**src/design/gls_pkg.sv**
```systemverilog
// gls_pkg: constants, types and register map for the gpio global configuration block
package gls_pkg;
  // register offsets
  localparam logic [7:0] ADDR_LS_EN = 8'h3c;
  localparam logic [7:0] ADDR_GLOBAL = 8'h40;
  localparam logic [7:0] ADDR_COMMON_PWM = 8'h45;
  localparam logic [7:0] ADDR_TO_FLAG = 8'h48;
  localparam logic [7:0] ADDR_RANGE_LO = 8'h31;
  localparam logic [7:0] ADDR_RANGE_HI = 8'h5b;
  // global control field positions
  localparam int BIT_TO_IE = 5;
  localparam int BIT_GPIO_EN = 4;
  localparam int BIT_GPIO_RST = 3;
  localparam int FADE_MSB = 2;
  localparam int BIT_TO_FLAG = 0;
  // reset values
  localparam logic [7:0] LS_EN_RST = 8'h00;
  localparam logic [7:0] PWM_RST = 8'h00;
  localparam logic [2:0] FADE_RST = 3'h0;
  localparam logic [7:0] RDATA_NONE = 8'h00;
  // fade codes and ramp shape
  localparam logic [2:0] FADE_OFF = 3'h0;
  localparam logic [2:0] FADE_ONE = 3'h1;
  localparam logic [2:0] FADE_MAX = 3'h5;
  localparam int FADE_STEPS = 16;
  localparam logic [4:0] LEVEL_ZERO = 5'h00;
  localparam logic [4:0] LEVEL_ONE = 5'h01;
  localparam logic [4:0] LEVEL_FULL = 5'h10;
  // timing: shortest total ramp and the clock rate
  localparam int CLK_KHZ = 200000;
  localparam int FADE_MIN_TOTAL_MS = 256;
  localparam int FADE_BASE_CYCLES = FADE_MIN_TOTAL_MS * CLK_KHZ / FADE_STEPS;
  // fade sequencer states
  typedef enum logic [1:0] {
    FADE_HOLD = 2'b00,
    FADE_UP = 2'b01,
    FADE_DOWN = 2'b10
  } gls_fade_state_t;
  // one decoded register access from the serial bus engine
  typedef struct packed {
    logic wr;
    logic rd;
    logic [7:0] addr;
    logic [7:0] wdata;
  } gls_req_t;
endpackage

```
**src/design/gls_global_config.sv**
```systemverilog
// gls_global_config: level-translator enables, gpio global control, fade ramp and timeout alert
module gls_global_config import gls_pkg::*; #(
  parameter logic [31:0] FADE_BASE = 32'(FADE_BASE_CYCLES)
) (
  // clock and reset
  input wire logic mclk,
  input wire logic rst,
  // register access from the serial bus engine
  input wire gls_req_t req,
  output logic [7:0] rdata,
  // events and levels from the rest of the device
  input wire logic i2c_timeout,
  input wire logic key_sleep,
  input wire logic [7:0] dir2,
  input wire logic led_request,
  // level translator steering
  output logic [7:0] ls_col_to_row,
  output logic [7:0] ls_row_to_col,
  // power and enable controls
  output logic pwm_enable,
  output logic ccs_enable,
  output logic gpi_enable,
  output logic gpo_enable,
  output logic chip_shutdown,
  output logic gpio_soft_reset,
  // led drive
  output logic [7:0] led_duty,
  output logic fade_active,
  // host alert, open drain
  output logic alert_out,
  output logic alert_oe_n
);
  logic [7:0] ls_en_reg, ls_en_next; // translator pair enables
  logic to_ie_reg, to_ie_next; // timeout alert enable
  logic gpio_en_reg, gpio_en_next; // gpio section enable
  logic rst_bit_reg, rst_bit_next; // momentary gpio reset
  logic [2:0] fade_reg, fade_next; // fade time code
  logic [7:0] pwm_reg, pwm_next; // common pwm value
  logic flag_reg, flag_next; // timeout flag
  logic [7:0] rdata_reg, rdata_next; // read data
  gls_fade_state_t state_reg, state_next; // fade sequencer
  logic [4:0] level_reg, level_next; // ramp level 0..16
  logic [31:0] cnt_reg, cnt_next; // cycles within a step
  logic [7:0] duty_reg, duty_next; // led duty output

  // address decode
  wire in_range = (req.addr >= ADDR_RANGE_LO) && (req.addr <= ADDR_RANGE_HI);
  wire is_glb = req.addr == ADDR_GLOBAL;
  // unmapped offsets decode to nothing, so their writes fall away
  // locked writes
  // the global register stays writable, else the section could never be re-enabled
  wire wr_ok = req.wr && (gpio_en_reg || !in_range || is_glb);
  wire wr_ls = wr_ok && (req.addr == ADDR_LS_EN);
  wire wr_glb = wr_ok && is_glb;
  wire wr_pwm = wr_ok && (req.addr == ADDR_COMMON_PWM);
  wire rd_flag = req.rd && (req.addr == ADDR_TO_FLAG);

  // register next values; the soft reset cycle overrides a same-cycle write
  // range reset
  assign ls_en_next = rst_bit_reg ? LS_EN_RST : (wr_ls ? req.wdata : ls_en_reg);
  assign pwm_next = rst_bit_reg ? PWM_RST : (wr_pwm ? req.wdata : pwm_reg);
  assign to_ie_next = rst_bit_reg ? 1'b0 : (wr_glb ? req.wdata[BIT_TO_IE] : to_ie_reg);
  assign gpio_en_next = rst_bit_reg ? 1'b0 : (wr_glb ? req.wdata[BIT_GPIO_EN] : gpio_en_reg);
  assign fade_next = rst_bit_reg ? FADE_RST : (wr_glb ? req.wdata[FADE_MSB:0] : fade_reg);
  assign rst_bit_next = wr_glb && req.wdata[BIT_GPIO_RST] && !rst_bit_reg;
  // clear on read
  // a timeout in the clearing cycle wins, so no event is lost
  // the soft reset clears the flag too, as it sits inside the gpio range
  assign flag_next = i2c_timeout || (flag_reg && !rd_flag && !rst_bit_reg);

  // read mux; unmapped offsets read zero
  // reads stay live while the section is disabled, so state can be inspected
  wire [7:0] glb_view = {2'b00, to_ie_reg, gpio_en_reg, rst_bit_reg, fade_reg};
  assign rdata_next = !req.rd ? rdata_reg :
                      (req.addr == ADDR_LS_EN) ? ls_en_reg :
                      is_glb ? glb_view :
                      (req.addr == ADDR_COMMON_PWM) ? pwm_reg :
                      rd_flag ? {7'h00, flag_reg} : RDATA_NONE;

  assign ls_col_to_row = ls_en_reg & dir2;
  assign ls_row_to_col = ls_en_reg & ~dir2;
  assign pwm_enable = gpio_en_reg;
  assign ccs_enable = gpio_en_reg;
  assign gpi_enable = gpio_en_reg;
  assign chip_shutdown = !gpio_en_reg && key_sleep;
  assign gpo_enable = !chip_shutdown;
  assign gpio_soft_reset = rst_bit_reg;
  // host alert
  // open drain: the data bit is tied low and only the enable moves
  assign alert_out = 1'b0;
  assign alert_oe_n = !(to_ie_reg && flag_reg);

  // fade timing: step length doubles per code
  // undefined codes
  // codes 6 and 7 are clamped to the longest ramp so the counter stays bounded
  wire [2:0] eff_code = (fade_reg > FADE_MAX) ? FADE_MAX : fade_reg;
  wire [2:0] shift_amt = (eff_code == FADE_OFF) ? 3'h0 : eff_code - FADE_ONE;
  wire [31:0] step_len = FADE_BASE << shift_amt;
  // compare with >= so a shorter code picked mid-step ends that step at once
  // instead of letting the counter run on toward wrap-around
  wire step_done = cnt_reg >= (step_len - 32'h1);
  wire target = led_request && gpio_en_reg;
  wire at_full = level_reg == LEVEL_FULL;
  wire at_zero = level_reg == LEVEL_ZERO;

  // fade sequencer: reverses mid-ramp when the request flips
  // sixteen steps
  always_comb begin
    state_next = state_reg;
    level_next = level_reg;
    cnt_next = 32'h0;
    if (fade_reg == FADE_OFF) begin
      state_next = FADE_HOLD;
      level_next = target ? LEVEL_FULL : LEVEL_ZERO;
    end else begin
      unique case (state_reg)
        // idle at either end until the target moves
        FADE_HOLD: begin
          if (target && !at_full) begin
            state_next = FADE_UP;
          end else if (!target && !at_zero) begin
            state_next = FADE_DOWN;
          end
        end
        // rising ramp, one level per step
        FADE_UP: begin
          if (!target) begin
            // reverse at once; the step counter restarts
            state_next = FADE_DOWN;
          end else if (at_full) begin
            // a reversal can land here already at the top: never step past it
            state_next = FADE_HOLD;
          end else if (step_done) begin
            level_next = level_reg + LEVEL_ONE;
            if (level_next == LEVEL_FULL) begin
              state_next = FADE_HOLD;
            end
          end else begin
            cnt_next = cnt_reg + 32'h1;
          end
        end
        // falling ramp, one level per step
        FADE_DOWN: begin
          if (target) begin
            // reverse at once; the step counter restarts
            state_next = FADE_UP;
          end else if (at_zero) begin
            // a reversal can land here already at zero: never step below it
            state_next = FADE_HOLD;
          end else if (step_done) begin
            level_next = level_reg - LEVEL_ONE;
            if (level_next == LEVEL_ZERO) begin
              state_next = FADE_HOLD;
            end
          end else begin
            cnt_next = cnt_reg + 32'h1;
          end
        end
        // the unused state code parks the sequencer
        default: begin
          state_next = FADE_HOLD;
        end
      endcase
    end
  end

  // duty = common pwm scaled by level/16; zero while pwm is shut down
  // the product needs 12 bits at most: 255 times a level of 16
  wire [12:0] scaled = 13'(pwm_reg) * 13'(level_reg);
  assign duty_next = pwm_enable ? scaled[11:4] : 8'h00;
  assign led_duty = duty_reg;
  assign fade_active = state_reg != FADE_HOLD;
  assign rdata = rdata_reg;

  // register state
  // the reset branch loads constants only
  always_ff @(posedge mclk or posedge rst) begin
    if (rst) begin
      ls_en_reg <= LS_EN_RST;
      pwm_reg <= PWM_RST;
      to_ie_reg <= 1'b0;
      gpio_en_reg <= 1'b0;
      fade_reg <= FADE_RST;
      rst_bit_reg <= 1'b0;
      flag_reg <= 1'b0;
      rdata_reg <= RDATA_NONE;
    end else begin
      ls_en_reg <= ls_en_next;
      pwm_reg <= pwm_next;
      to_ie_reg <= to_ie_next;
      gpio_en_reg <= gpio_en_next;
      fade_reg <= fade_next;
      rst_bit_reg <= rst_bit_next;
      flag_reg <= flag_next;
      rdata_reg <= rdata_next;
    end
  end

  // fade state
  // 32 bits of step count cover the slowest code even at the full clock rate
  always_ff @(posedge mclk or posedge rst) begin
    if (rst) begin
      state_reg <= FADE_HOLD;
      level_reg <= LEVEL_ZERO;
      cnt_reg <= 32'h0;
      duty_reg <= 8'h00;
    end else begin
      state_reg <= state_next;
      level_reg <= level_next;
      cnt_reg <= cnt_next;
      duty_reg <= duty_next;
    end
  end
endmodule // gls_global_config

```
**config.mk**
```make
export PLATFORM = sky130hd
export DESIGN_NAME = gls_global_config
export DESIGN_NICKNAME = d
export VERILOG_FILES = /design/src/design/gls_pkg.sv /design/src/design/gls_global_config.sv
export SDC_FILE = /design/constraint.sdc
export NUM_CORES = 1
export LEC_CHECK = 0
export BUFFER_PORTS_ARGS = -buffer_cell sky130_fd_sc_hd__clkbuf_2
export CORE_UTILIZATION = 40
export CTS_BUF_LIST = sky130_fd_sc_hd__clkbuf_8
export DETAILED_ROUTE_END_ITERATION = 7
export SLEW_MARGIN = 20
export SYNTH_ARGS = -nofsm -noshare
export SYNTH_HDL_FRONTEND = slang
export SYNTH_SLANG_ARGS = --single-unit
```
**constraint.sdc**
```tcl
create_clock -name mclk -period 5.7 [get_ports mclk]
set_input_delay 1.14 -clock mclk [delete_from_list [all_inputs] [get_ports mclk]]
set_output_delay 1.14 -clock mclk [all_outputs]
set_load 0.02 [all_outputs]
```
# ---- Yosys cells after proc, flatten, opt, wreduce, memory -nomap -nowiden
# Cells that the tools add are included.
dict set report totals {
  elab_cells 129
  inputBits 31
  reg_bits 78
  output_inout_bits 41
}
dict set report op_classes {
  n_bitwise 3
  n_mul 1
  n_reduce_logical 39
  add_sub_neg 5
  n_shift 1
  eq_ne 19
  magnitude_cmp 4
  muxes 45
}
# cell count
set op_table {}
lappend op_table {{$mux 32} 6}
lappend op_table {{$mux 8} 8}
lappend op_table {{$pmux 32 s2} 1}
lappend op_table {{$mux 5} 8}
lappend op_table {{$add 32x1->32 const B} 1}
lappend op_table {{$ge 32x32->1} 1}
lappend op_table {{$shl 22x3->32 const A} 1}
lappend op_table {{$sub 32x1->32 const B} 1}
lappend op_table {{$eq 8x7->1 const B} 3}
lappend op_table {{$mux 2} 11}
lappend op_table {{$ne 5x5->1 const B} 4}
lappend op_table {{$ne 3x3->1 const B} 6}
lappend op_table {{$and 8x8->8} 2}
lappend op_table {{$logic_and 1x1->1} 15}
lappend op_table {{$mul 8x5->12} 1}
lappend op_table {{$mux 3} 4}
lappend op_table {{$eq 5x5->1 const B} 2}
lappend op_table {{$logic_not 5->1} 2}
lappend op_table {{$pmux 5 s2} 1}
lappend op_table {{$logic_not 1->1} 9}
lappend op_table {{$eq 8x6->1 const B} 1}
lappend op_table {{$ge 8x6->1 const B} 1}
lappend op_table {{$le 8x7->1 const B} 1}
lappend op_table {{$not 8->8} 1}
lappend op_table {{16 further kinds} 26}

# ---- Depth between registers and ports, before layout
dict set report logic_depth {
  depth_word 12
  depth_mapped 22
  mapped_depth_nobuf 19
}

# ---- Least setup slack after synthesis
# Ideal clock, no wire load.
dict set report synth_path {
  kind {register to register}
  from {register level_reg[4]}
  to {register duty_reg[7], in the netlist led_duty[7]}
  required_ns 5.631
  period_less_slack_ns 4.099
  setup_ns 0.069
  stages_incl_launch_ff 15
  setup_slack_ns 1.601
  path_buffers 2
  arrival_time_ns 4.030
  cell_sequence {dfrtp_1 clkbuf_1 clkbuf_1 nand2_1 fa_1 fa_1 fa_1 inv_1 ha_1 nand2_1 or3_1 a31oi_1 o21ai_0 a2111o_1 nand3_1}
}
dict set report synth_between {
  elab_chain_cells 2
}
# item line_no
set synth_rtl {}
lappend synth_rtl {{start, declared} gls_global_config.sv:42} ;# logic [4:0] level_reg, level_next;
lappend synth_rtl {{start signal, assigned} gls_global_config.sv:209} ;# level_reg <= level_next;
lappend synth_rtl {{$mul 8x5->12} gls_global_config.sv:169} ;# wire [12:0] scaled = 13'(pwm_reg) * 13'(level_reg);
lappend synth_rtl {{$mux 8} gls_global_config.sv:170} ;# assign duty_next = pwm_enable ? scaled[11:4] : 8'h00;
lappend synth_rtl {{via duty_next[7]} gls_global_config.sv:44} ;# logic [7:0] duty_reg, duty_next;
lappend synth_rtl {{end signal, assigned} gls_global_config.sv:211} ;# duty_reg <= duty_next;
lappend synth_rtl {{end, declared} gls_global_config.sv:44}
# The timed path passes the listed nets, and every way through them passes these cells.
# A chain may end at the register's enable or synchronous reset.

# ---- Final worst setup path
dict set report layout_path {
  from {register fade_reg[2]}
  to {register cnt_reg[28]}
}
dict set report layout_between {
  elab_chain_cells 12
  elab_cells_between_ends 16
  classes_between {add/sub: 2; order compare: 2; shift: 1; mux: 9; reduce/logical: 2}
}
# item line_no
set layout_rtl {}
lappend layout_rtl {{start, declared} gls_global_config.sv:37} ;# logic [2:0] fade_reg, fade_next;
lappend layout_rtl {{start signal, assigned} gls_global_config.sv:192} ;# fade_reg <= fade_next;
lappend layout_rtl {{$gt 3x3->1} gls_global_config.sv:96} ;# wire [2:0] eff_code = (fade_reg > FADE_MAX) ? FADE_MAX : fade_reg;
lappend layout_rtl {{$mux 3} gls_global_config.sv:96}
lappend layout_rtl {{$sub 3x1->3 or $logic_not 3->1 (tied branches)} gls_global_config.sv:97} ;# wire [2:0] shift_amt = (eff_code == FADE_OFF) ? 3'h0 : eff_code - FADE_ONE;
lappend layout_rtl {{$mux 3} gls_global_config.sv:97}
lappend layout_rtl {{$shl 22x3->32} gls_global_config.sv:98} ;# wire [31:0] step_len = FADE_BASE << shift_amt;
lappend layout_rtl {{$sub 32x1->32} gls_global_config.sv:101} ;# wire step_done = cnt_reg >= (step_len - 32'h1);
lappend layout_rtl {{$ge 32x32->1} gls_global_config.sv:101}
lappend layout_rtl {{$mux 32} {gls_global_config.sv:133, gls_global_config.sv:150}}
lappend layout_rtl {{$mux 32 (on tied branches)} {gls_global_config.sv:147, gls_global_config.sv:130}}
lappend layout_rtl {{$mux 32 (on tied branches)} {gls_global_config.sv:144, gls_global_config.sv:127}}
lappend layout_rtl {{$pmux 32 s2} gls_global_config.sv:116} ;# unique case (state_reg)
lappend layout_rtl {{$mux 32 (*)} gls_global_config.sv:112} ;# if (fade_reg == FADE_OFF) begin
lappend layout_rtl {{via cnt_next[28]} gls_global_config.sv:43} ;# logic [31:0] cnt_reg, cnt_next;
lappend layout_rtl {{end signal, assigned} gls_global_config.sv:210} ;# cnt_reg <= cnt_next;
lappend layout_rtl {{end, declared} gls_global_config.sv:43}
# Mark *: on every way through the listed nets, which the timed path passes. The rest lies on a longest branch.

==> impl_metrics.ini <==
[grt]
grt_pass1_wl_um = 22710
grt_pass1_vias = 4676
use_met3_pct = 3.699
grt_max_degree = 79
track_usage_pct = 19.40
antenna_found_initial = 0
grtUsageMet1_pct = 26.35
grt_util_met2_pct = 31.00
grt.overflow.total = 0
busiest_layer = met2

[yosys]
syn_inst = 653
async_flop_share_pct = 100.0
syn_area_per_cell_um2 = 8.848
ys_warn_count = 0
synth-edff-count = 0
ys_seq_area_share_pct = 33.78
synth_cell_type_count = 62
synth_area_um2 = 5778
synth_ff_type = dfrtp_1
ys_seq_elements = 78

[run_status]
status = complete, no violations

[place]
portBuffers = 70
hpwl_um = 9913
dpl_worst_slack_ps = 838.3
place.gp.congestion = 0.8848
dpl.cell_count = 874

[cts]
clkSinkCount = 78
hold_buffers = 0
htree_num_levels = 3
cts.repair.resized = 0
post_cts_buffers = 0
insertion_delay_ps = 370
cts_buffer_depth = 2
cts_made_buffers = 9
cts_tree = built
path_clk_slew_ps = 80
root_buffer = clkbuf_8

[power]
p_int_mw = 0.9014
comb_power_share_pct = 11.8
switchingPower_mw = 0.3154
p_per_area_nw_per_um2 = 188.2
p_clk_share_pct = 39.9
totalPowerFinal_mw = 1.217
sequentialPowerShare_pct = 48.3
p_leak_nw = 3.069
ir_drop_mv = 0.08564
sw_frac_of_total_pct = 25.92

[sta]
setup_violations = 0
final_hold_viol_count = 0
tns_ps = 0
slew-limit-headroom_pct = 28.20
period_share_pct = 85.88
skew_ps = 13.36
rsz0062_at_grt = false
worst_pin_slew_ps = 1074
finalWorstSetupSlack_ps = 804.6
max_freq_mhz = 204.3
final.hold.worst_slack_ps = 521.2
slew_viol_final = 0
fin_crit_ps = 4895

[die]
num_rows = 43
die_area_um2 = 14930
die_w_um = 122.2
start_util_pct = 41.31
die_h_um = 122.2
io-pin-count = 72
core_area_um2 = 13990

[critical_path]
cpPeakStageDelay_ps = 660
crit_chain = clkinv_1 -> ha_1 -> nand2b_1 -> nor2_1 -> a21oi_1 -> a21oi_1 -> inv_1 -> ha_1 -> mux4_2 -> a21oi_1 -> a21o_1 -> ha_1 -> nand4_1 -> o21bai_1 -> a211o_1 -> a311oi_2 -> nand4_1 -> buf_4 -> nor2_1
critPathLaunchType = register
slowest_stage = dfrtp_1
path_max_fanout = 29
crit_type = register to register
endpoint_kind = register
worst_ep_arrival_time_ps = 5180
critPathTopFamily = compound AO/OA/AOI/OAI gates
path_buf_inv = 3
required_ps = 5990

[layout]
drive_above_1_share_pct = 13.94
layout_common_cells = dfrtp_1 (78), nor2_1 (77), clkbuf_2 (70), nand2_1 (60), ha_1 (51)
layout.cells.non_filler = 890
final_common_cell = dfrtp_1
syn2layout_area_growth_pct = 11.89
n_antenna_cell = 0
largest_reg_flops = 32
layout.nets = 803

[drt]
vias_per_cell = 5.394
final_antenna_net_count = 0
drt_iter0_drc = 310
routed_wl_um = 13350
drc = 0
via_count = 4801
wl_per_cell_um = 15.00
drt_pass1_iterations = 5

[hold_path]
hp-class = register to register

[flow_run]
drv_cap = 0
[power groups by stage]
stage / clock network (mW) / registers (mW) / logic [mW]
6_report: 0.485 / 0.587 / 0.144
3_3_place_gp: 0 / 0.598 / 0.142
2_1_floorplan: 0 / 0.590 / 0.104
3_5_place_dp: 0 / 0.598 / 0.145
4_1_cts: 0.501 / 0.587 / 0.145
5_1_grt: 0.524 / 0.590 / 0.162
[per-layer routing]
metal / vias up / part of all wire (%)
met2: 117 / 47
met1: 2317 / 48
met5: - / 0
met3: 17 / 3.9
li1: 2350 / -
met4: 0 / 1.4
[worst register-to-register path, stage by stage, from the launching register on]
cell and delay, ps:
dfrtp_1 660, clkinv_1 360, ha_1 360, nand2b_1 120
nor2_1 50, a21oi_1 190, a21oi_1 150, inv_1 90
ha_1 260, mux4_2 330, a21oi_1 170, a21o_1 110
ha_1 230, nand4_1 110, o21bai_1 90, a211o_1 290
a311oi_2 660, nand4_1 170, buf_4 260, nor2_1 150
[area by class of cell]
cell class	count	area [µm²]
clock inverter	4	68.82
multi-input combinational	497	3503
tap	180	225.2
fill	1358	7523
clock buffer	12	165.2
timing repair buffer	73	376.6
sequential	78	1952
inverter	46	173.9
[worst paths after layout]
check / start / slack, ps / cells after the start / endpoint
min in group asynchronous: rst / 950 / 3 / ls_en_reg[3]$_DFFE_PP0P_
max: fade_reg[2]$_DFFE_PP0P_ / 800 / 19 / cnt_reg[28]$_DFF_PP0_
min: cnt_reg[0]$_DFF_PP0_ / 520 / 1 / cnt_reg[0]$_DFF_PP0_
min reg2reg: cnt_reg[0]$_DFF_PP0_ / 520 / 1 / cnt_reg[0]$_DFF_PP0_
max in group asynchronous: rst / 4280 / 3 / level_reg[4]$_DFFE_PP0P_
max reg2reg: fade_reg[2]$_DFFE_PP0P_ / 800 / 19 / cnt_reg[28]$_DFF_PP0_
[stage by stage]
step	util [%]	instance area [µm²]
4_1_cts	46.19	6461
2_1_floorplan	-	5789
3_5_place_dp	44.52	6227
3_3_place_gp	44.52	6227
6_report	46.22	6465
5_1_grt	46.22	6465
[synthesized netlist by cell type, types with 3 or more instances]
master	instances	area (µm²)
or2_2	3	18.77
o22ai_1	3	18.77
nor3_1	11	55.05
xnor2_1	14	122.6
dfrtp_1	78	1952
nand4_1	14	87.58
buf_2	3	15.01
a22oi_1	5	37.54
mux2i_1	20	200.2
a31oi_1	8	50.05
or3_1	5	31.28
a222oi_1	4	40.04
fa_1	16	320.3
a21oi_1	40	200.2
o211ai_1	3	22.52
and3_1	8	50.05
a21o_1	5	37.54
nand3_1	28	140.1
ha_1	51	638.1
buf_4	3	22.52
nor2b_1	14	87.58
xor2_1	20	175.2
and2_1	26	162.7
or4_1	6	45.04
clkbuf_1	26	97.59
nor2_1	77	289.0
inv_1	44	165.2
nand2_1	60	225.2
o31ai_1	4	30.03
o21ai_0	12	60.06
[cells by family after synthesis]
group                      synth area share [%]
AOI/OAI and AO/OA                         11.39
xor gates and xnor gates                  5.154
adders and majority gates                 16.59
buffers and inverters                     5.782
DFF                                       33.78
muxes                                     4.049
other                                   0.06490
and+or+nand+nor                           23.19
Power figures use the tool's default switching activity.
